<file path="src/design/sdwc_cfg.svh">
// Constants and timing counts for the debug watchdog control block
`ifndef SDWC_CFG_SVH
`define SDWC_CFG_SVH
`define SDWC_CLK_HZ 100000000
`define SDWC_NREQ_MS 350
`define SDWC_NREQ_CYC ((`SDWC_CLK_HZ / 1000) * `SDWC_NREQ_MS)
`define SDWC_RST_MS 15
`define SDWC_RST_CYC ((`SDWC_CLK_HZ / 1000) * `SDWC_RST_MS)
`define SDWC_WD_MS 1000
`define SDWC_WD_CYC ((`SDWC_CLK_HZ / 1000) * `SDWC_WD_MS)
`define SDWC_CMD_ARM 8'h10
`define SDWC_CMD_MASK 8'hf7
`define SDWC_CMD_NDBG 8'h15
`define SDWC_MCR_HI 4'h1
`define SDWC_DATA_EXIT 4'h0
`define SDWC_MODE_NORMAL 4'h4
`define SDWC_MODE_STANDBY 4'h6
`define SDWC_MODE_STOP 4'h2
`define SDWC_MODE_SLEEP 4'h3
`endif

</file>
<file path="src/design/sdwc_pkg.sv">
// Types for the debug watchdog control block
package sdwc_pkg;
	typedef enum logic [6:0] {
		SDWC_RESET = 7'h01,
		SDWC_NREQ = 7'h02,
		SDWC_NORMAL = 7'h04,
		SDWC_STANDBY = 7'h08,
		SDWC_STOP = 7'h10,
		SDWC_SLEEP = 7'h20,
		SDWC_DEBUG = 7'h40
	} sdwc_state_t;
endpackage

</file>
<file path="src/design/sdwc_top.sv">
// Mode sequencer, debug entry and watchdog supervision of the basis chip
`timescale 1ns/1ns
`include "sdwc_cfg.svh"
module sdwc_top #(
	parameter int unsigned NREQ_CYC = `SDWC_NREQ_CYC,
	parameter int unsigned RST_CYC = `SDWC_RST_CYC,
	parameter int unsigned WD_CYC = `SDWC_WD_CYC
) (
	input wire logic clk_sys,
	input wire logic rst,
	input wire logic spi_wr_stb,
	input wire logic [7:0] spi_wr_byte,
	input wire logic wd_clear_stb,
	input wire logic window_mode,
	input wire logic stop_watchdog_enable,
	input wire logic main_regulator_low,
	input wire logic wake_event,
	input wire logic batfail_clear_stb,
	output logic rst_out_n,
	output logic watchdog_fault_out_n,
	output logic batfail_flag,
	output logic debug_active,
	output sdwc_pkg::sdwc_state_t mode_state
);
	import sdwc_pkg::*;

	// Asynchronous pins pass two flops before use
	logic [1:0] reg_low_sq, wake_sq;
	always_ff @(posedge clk_sys or posedge rst) begin
		if (rst) begin
			reg_low_sq <= 2'h0;
			wake_sq <= 2'h0;
		end else begin
			reg_low_sq <= {reg_low_sq[0], main_regulator_low};
			wake_sq <= {wake_sq[0], wake_event};
		end
	end
	logic reg_low, wake_s;
	assign reg_low = reg_low_sq[1];
	assign wake_s = wake_sq[1];

	// Command decode helpers
	function automatic logic is_mcr(input logic [7:0] b);
		return b[7:4] == `SDWC_MCR_HI;
	endfunction
	function automatic logic is_ndbg(input logic [7:0] b);
		return (b & `SDWC_CMD_MASK) == `SDWC_CMD_NDBG;
	endfunction

	logic mcr_wr, tim_wr;
	assign mcr_wr = spi_wr_stb && is_mcr(spi_wr_byte);
	assign tim_wr = wd_clear_stb;

	sdwc_state_t state_q, state_d;
	logic [31:0] cnt_q, cnt_d;
	logic [31:0] wd_q, wd_d;
	logic batfail_q, batfail_d;
	logic armed_q, armed_d;
	logic dbg_q, dbg_d;
	logic seq_q, seq_d;
	logic wdf_n_q, wdf_n_d;
	logic rst_n_q, rst_n_d;
	logic wd_fault;
	logic wd_open;

	// Windowed watchdog: first half closed, second half open
	assign wd_open = !window_mode || (wd_q >= (WD_CYC / 2));

	// Next-state computation of the mode sequencer
	always_comb begin
		state_d = state_q;
		cnt_d = cnt_q + 32'h1;
		wd_d = wd_q + 32'h1;
		batfail_d = batfail_q;
		armed_d = armed_q;
		dbg_d = dbg_q;
		seq_d = seq_q;
		wdf_n_d = wdf_n_q;
		rst_n_d = rst_n_q;
		wd_fault = 1'b0;
		if (batfail_clear_stb)
			batfail_d = 1'b0;
		case (state_q)
			SDWC_RESET: begin
				rst_n_d = 1'b0;
				if (cnt_q >= RST_CYC - 1) begin
					state_d = SDWC_NREQ;
					cnt_d = 32'h0;
					rst_n_d = 1'b1;
				end
			end
			SDWC_NREQ: begin
				if (tim_wr) begin
					state_d = SDWC_NORMAL;
					wd_d = 32'h0;
					wdf_n_d = 1'b1;
					seq_d = !dbg_q;
				end else if (dbg_q && mcr_wr && is_ndbg(spi_wr_byte)) begin
					state_d = SDWC_DEBUG;
				end else if (dbg_q && mcr_wr && spi_wr_byte[3:0] == `SDWC_MODE_STANDBY) begin
					// Standby debug is held in the debug state, like normal debug
					state_d = SDWC_DEBUG;
				end else if (cnt_q >= NREQ_CYC - 1) begin
					state_d = SDWC_RESET;
					cnt_d = 32'h0;
					rst_n_d = 1'b0;
					armed_d = 1'b0;
					seq_d = 1'b0;
				end
			end
			SDWC_NORMAL, SDWC_STANDBY: begin
				if (seq_q && cnt_q >= NREQ_CYC - 1)
					seq_d = 1'b0;
				if (mcr_wr) begin
					if (spi_wr_byte == `SDWC_CMD_ARM && batfail_q && seq_q && !armed_q)
						armed_d = 1'b1;
					else if (armed_q && is_ndbg(spi_wr_byte)) begin
						state_d = SDWC_DEBUG;
						dbg_d = 1'b1;
						seq_d = 1'b0;
					end else begin
						seq_d = 1'b0;
						armed_d = 1'b0;
						if (spi_wr_byte[3:0] == `SDWC_MODE_STOP && stop_watchdog_enable == 1'b0)
							state_d = SDWC_STOP;
						else if (spi_wr_byte[3:0] == `SDWC_MODE_STOP)
							state_d = SDWC_STOP;
						else if (spi_wr_byte[3:0] == `SDWC_MODE_SLEEP)
							state_d = SDWC_SLEEP;
						else if (spi_wr_byte[3:0] == `SDWC_MODE_STANDBY)
							state_d = SDWC_STANDBY;
					end
				end
				if (tim_wr) begin
					seq_d = seq_q;
					if (!wd_open)
						wd_fault = 1'b1;
					else begin
						wd_d = 32'h0;
						wdf_n_d = 1'b1;
					end
				end else if (wd_q >= WD_CYC - 1)
					wd_fault = 1'b1;
			end
			SDWC_STOP: begin
				if (wake_s) begin
					state_d = SDWC_NORMAL;
					wd_d = 32'h0;
				end else if (stop_watchdog_enable && (wd_q >= WD_CYC - 1 || tim_wr))
					wd_fault = 1'b1;
			end
			SDWC_SLEEP: begin
				if (wake_s) begin
					state_d = SDWC_RESET;
					cnt_d = 32'h0;
					rst_n_d = 1'b0;
				end
			end
			default: begin
				if (mcr_wr && spi_wr_byte[3:0] == `SDWC_DATA_EXIT) begin
					dbg_d = 1'b0;
					armed_d = 1'b0;
					state_d = SDWC_NORMAL;
					wd_d = 32'h0;
				end else if (mcr_wr && spi_wr_byte[3:0] == `SDWC_MODE_STANDBY)
					state_d = SDWC_DEBUG;
				else if (mcr_wr && spi_wr_byte[3:0] == `SDWC_MODE_STOP)
					state_d = SDWC_STOP;
				else if (mcr_wr && spi_wr_byte[3:0] == `SDWC_MODE_SLEEP)
					state_d = SDWC_SLEEP;
			end
		endcase
		if (dbg_q && wake_s && (state_q == SDWC_STOP || state_q == SDWC_SLEEP)) begin
			state_d = SDWC_NREQ;
			cnt_d = 32'h0;
			rst_n_d = 1'b1;
		end
		if (dbg_q)
			wd_fault = 1'b0;
		if (wd_fault) begin
			state_d = SDWC_RESET;
			cnt_d = 32'h0;
			rst_n_d = 1'b0;
			wdf_n_d = 1'b0;
			armed_d = 1'b0;
		end
		if (reg_low && state_q != SDWC_RESET) begin
			state_d = SDWC_RESET;
			cnt_d = 32'h0;
			rst_n_d = 1'b0;
			armed_d = 1'b0;
		end
	end

	always_ff @(posedge clk_sys or posedge rst) begin
		if (rst) begin
			state_q <= SDWC_NREQ;
			cnt_q <= 32'h0;
			wd_q <= 32'h0;
			batfail_q <= 1'b1;
			armed_q <= 1'b0;
			dbg_q <= 1'b0;
			seq_q <= 1'b0;
			wdf_n_q <= 1'b1;
			rst_n_q <= 1'b1;
		end else begin
			state_q <= state_d;
			cnt_q <= cnt_d;
			wd_q <= wd_d;
			batfail_q <= batfail_d;
			armed_q <= armed_d;
			dbg_q <= dbg_d;
			seq_q <= seq_d;
			wdf_n_q <= wdf_n_d;
			rst_n_q <= rst_n_d;
		end
	end

	assign rst_out_n = rst_n_q;
	assign watchdog_fault_out_n = wdf_n_q;
	assign batfail_flag = batfail_q;
	assign debug_active = dbg_q;
	assign mode_state = state_q;
endmodule // sdwc_top

</file>
<file path="config.mk">
export PLATFORM = sky130hd
export DESIGN_NAME = sdwc_top
export DESIGN_NICKNAME = d
export VERILOG_FILES = /design/src/design/sdwc_pkg.sv /design/src/design/sdwc_top.sv
export VERILOG_INCLUDE_DIRS = /design/src /design/src/design
export SDC_FILE = /design/constraint.sdc
export NUM_CORES = 1
export LEC_CHECK = 0
export BUFFER_PORTS_ARGS = -buffer_cell sky130_fd_sc_hd__buf_2
export CAP_MARGIN = 20
export CELL_PAD_IN_SITES_DETAIL_PLACEMENT = 1
export CELL_PAD_IN_SITES_GLOBAL_PLACEMENT = 2
export CORE_AREA = 2 2 82 163
export DETAILED_ROUTE_END_ITERATION = 6
export DIE_AREA = 0 0 84 165
export PLACE_DENSITY_LB_ADDON = 0.1
export SYNTH_ARGS = -nofsm -noshare
export SYNTH_HDL_FRONTEND = slang
export SYNTH_SLANG_ARGS = --single-unit
export TNS_END_PERCENT = 50
</file>
<file path="constraint.sdc">
create_clock -name clk_sys -period 2.65 [get_ports clk_sys]
set_input_delay 0.265 -clock clk_sys [delete_from_list [all_inputs] [get_ports clk_sys]]
set_output_delay 0.265 -clock clk_sys [all_outputs]
set_load 0.02 [all_outputs]
</file>
==> results.sh <==
export IMPL_start_util_pct=39.7
export IMPL_min_to="wake_sq[0]"
export IMPL_layout_drive_gt1_share_pct=23.4
export IMPL_rr_startpoint="cnt_q[24]"
export IMPL_ys_seq_elements=81
export IMPL_setup_viol=0
export IMPL_cts_buffers=9
export IMPL_io_pins=28
export IMPL_final_cell_mix="dfrtp_1, nor2_1, xor2_1"
export IMPL_ant_nets=0
export IMPL_path_class="register to register"
export IMPL_grt_setup_unrepaired="no"
export IMPL_rows=58
export IMPL_hold_viol=0
export IMPL_post_place_cells=713
export IMPL_finalCritPeriodShare_pct=95.5
export IMPL_n_antenna_cell=0
export IMPL_grt_overflow=0
export IMPL_final_setup_tns_ns=0
export IMPL_cts_sinks=81
export IMPL_cp_end_kind="register"
export IMPL_htree_num_levels=3
export IMPL_max_stage_delay_ns=0.56
export IMPL_synth_top_cell_by_area="dfrtp_1"
export IMPL_place_congestion=0.867
export IMPL_layout_commonest_cell="dfrtp_1"
export IMPL_syn_area_sq_um=4980
export IMPL_synth_ff_type="dfrtp_1"
export IMPL_clock_latency_ns=0.34
export IMPL_route_detailed_drc=0
export IMPL_p_leak_nw=2.62
export IMPL_dieArea_sq_um=13900
export IMPL_worstHoldPathCells=1
export IMPL_drt_initial_drc_count=141
export IMPL_ir_worst_vdd_mv=0.490
export IMPL_fin_crit_ns=2.53
export IMPL_final_nets=595
export IMPL_first_pass_iters=4
export IMPL_via_per_inst=5.73
export IMPL_rrSetupSlack_ns=0.12
export IMPL_placed_area_sq_um=5510
export IMPL_critPathSlowestCell="or4_4"
export IMPL_cts_tree="done"
export IMPL_antenna_found_initial=0
export IMPL_maxCapViolations=0
export IMPL_crit_path_max_fanout=32
export IMPL_syn_area_per_cell_sq_um=9.59
export IMPL_fin_util_pct=46.8
export IMPL_final_max_slew_viol_count=0
export IMPL_wirelength_um=13800
export IMPL_crit_chain="or4_4 -> a311oi_2 -> o311ai_4 -> a211oi_2 -> o32ai_4 -> buf_12 -> nor3b_1"
export IMPL_max_slew_margin_rel_pct=62.7
export IMPL_vias=4183
export IMPL_worst_ep_arrival_time_ns=2.79
export IMPL_yosysTopAreaCellShare_pct=38.7
export IMPL_worstHoldStart="wake_event"
export IMPL_p_per_area_nw_per_um2=799
export IMPL_final_area_sq_um=5880
export IMPL_crit_buf_inv=1
export IMPL_core_area_sq_um=12600
export IMPL_final_cell_count_no_fill=730
export IMPL_synthToLayoutAreaGrowth_pct=18.0
export IMPL_die_w_um=84
export IMPL_hold_class="primary input to register"
export IMPL_async_flop_share_pct=100
export IMPL_tightest_slew_ns=0.552
export IMPL_timing_rr_end="cnt_q[1]"
export IMPL_cp_top_family="compound AO/OA/AOI/OAI gates"
export IMPL_status="completed"
export IMPL_power_total_w=0.00470
export IMPL_synth_edf_count=0
export IMPL_first_global_vias=4557
export IMPL_clkTransAtPathRegs_ns=0.06
export IMPL_ys_seq_area_share_pct=40.8
export IMPL_fmax_mhz=395
export IMPL_io_buffers=27
export IMPL_syn_inst=520
export IMPL_fin_skew_ns=0.00538
export IMPL_grt_use_total_pct=21.1
export IMPL_grt_max_degree=55
export IMPL_clk_path_buf_depth=2
export IMPL_rr_worst_depth=7
export IMPL_grt_pass1_wl_um=23100
export IMPL_start_kind="register"
export IMPL_die_h_um=165
export IMPL_syn_nets=540
export IMPL_hpwl_um=10300
export IMPL_ys_top_cells_by_area="dfrtp_1, xor2_1, nor3_2"
export IMPL_wl_per_cell_um=18.9
export IMPL_yosysUniqueCellTypes=70
export IMPL_yosys_warnings=0
export IMPL_root_buffer="clkbuf_16"
export IMPL_cp_data_required_time_ns=2.90
## synth_stat cells, types with 13 or more instances
master,instances
nand2_1,34
nor3_2,31
nor4_1,13
nand4_1,16
xnor2_1,23
nand3_1,28
dfrtp_1,77
inv_1,14
nor2_1,57
and3_1,14
o21ai_0,14
xor2_1,40
## worst register-to-register path: cells and delay by family (launching register included)
kind	cells	cell delay (ns)
compound gates	4	1.07
simple gates	2	0.77
flops	1	0.41
buf+inv	1	0.21
## worst max-delay path by stage
stage | start | to | slack (ns) | cells past startpoint
CTS | cnt_q[24] | mode_state[4] | 0.06 | 6
finish | cnt_q[24] | cnt_q[1] | 0.12 | 7
global route | mode_state[4] | mode_state[6] | 0.006 | 7
global placement | cnt_q[24] | mode_state[4] | 0.13 | 6
floorplan | mode_state[4] | cnt_q[10] | 0.30 | 8
detailed placement | cnt_q[24] | mode_state[4] | 0.06 | 6
## layer usage
layer	vias to the layer above	GRT usage, %	part of all wire, %
met1	2126	22.4	39
met3	14	3.35	2.5
met2	46	41.3	57
li1	1997	-	-
met5	-	0	0
met4	0	7.40	1.7
## final cells by class
type	instances	area [sq um]
Clock buffer	12	256
Multi-Input combinational cell	405	2840
Clock inverter	4	73.8
Sequential cell	81	2030
Tap cell	150	188
Timing Repair Buffer	63	433
Inverter	15	57.6
Fill cell	1459	6670
## logic make-up (layout without fill, tap and decap cells)
logic type | count (synthesis) | after routing | share of synthesized area [%]
fa+ha+maj | 3 | 3 | 0.753
buf+inv | 34 | 94 | 3.14
simple gates | 256 | 256 | 31.2
flops | 81 | 81 | 40.8
xor+xnor | 63 | 63 | 11.1
compound gates | 77 | 77 | 11.9
mux | 6 | 6 | 1.20
## registers in the layout, indices dropped and copies added, names as in the netlist, 2 cells and up
signal,flops
cnt_q,32
wd_q,32
mode_state,7
reg_low_sq,2
wake_sq,2
## metrics by stage
step / setup WS (ns) / hold slack, ns
floorplan: 0.296 / 0.296
global route: 0.00645 / 0.0330
CTS: 0.0576 / 0.0260
global placement: 0.126 / 0.310
detailed placement: 0.0630 / 0.320
finish: 0.119 / 0.0352
## repair_timing
item,in CTS,in global routing
endpoints found under the hold margin,27,0
endpoints found under the setup margin,0,41
resized for setup,0,3
hold buffers,1,0
setup buffers,0,0
## power by group
part           leakage, nW  switching, W  internal (W)
logic                 1.36       0.00119      0.000628
clock network        0.163      0.000510      0.000879
registers             1.09      0.000138       0.00136
No activity file was read; power rests on OpenSTA's default activity.
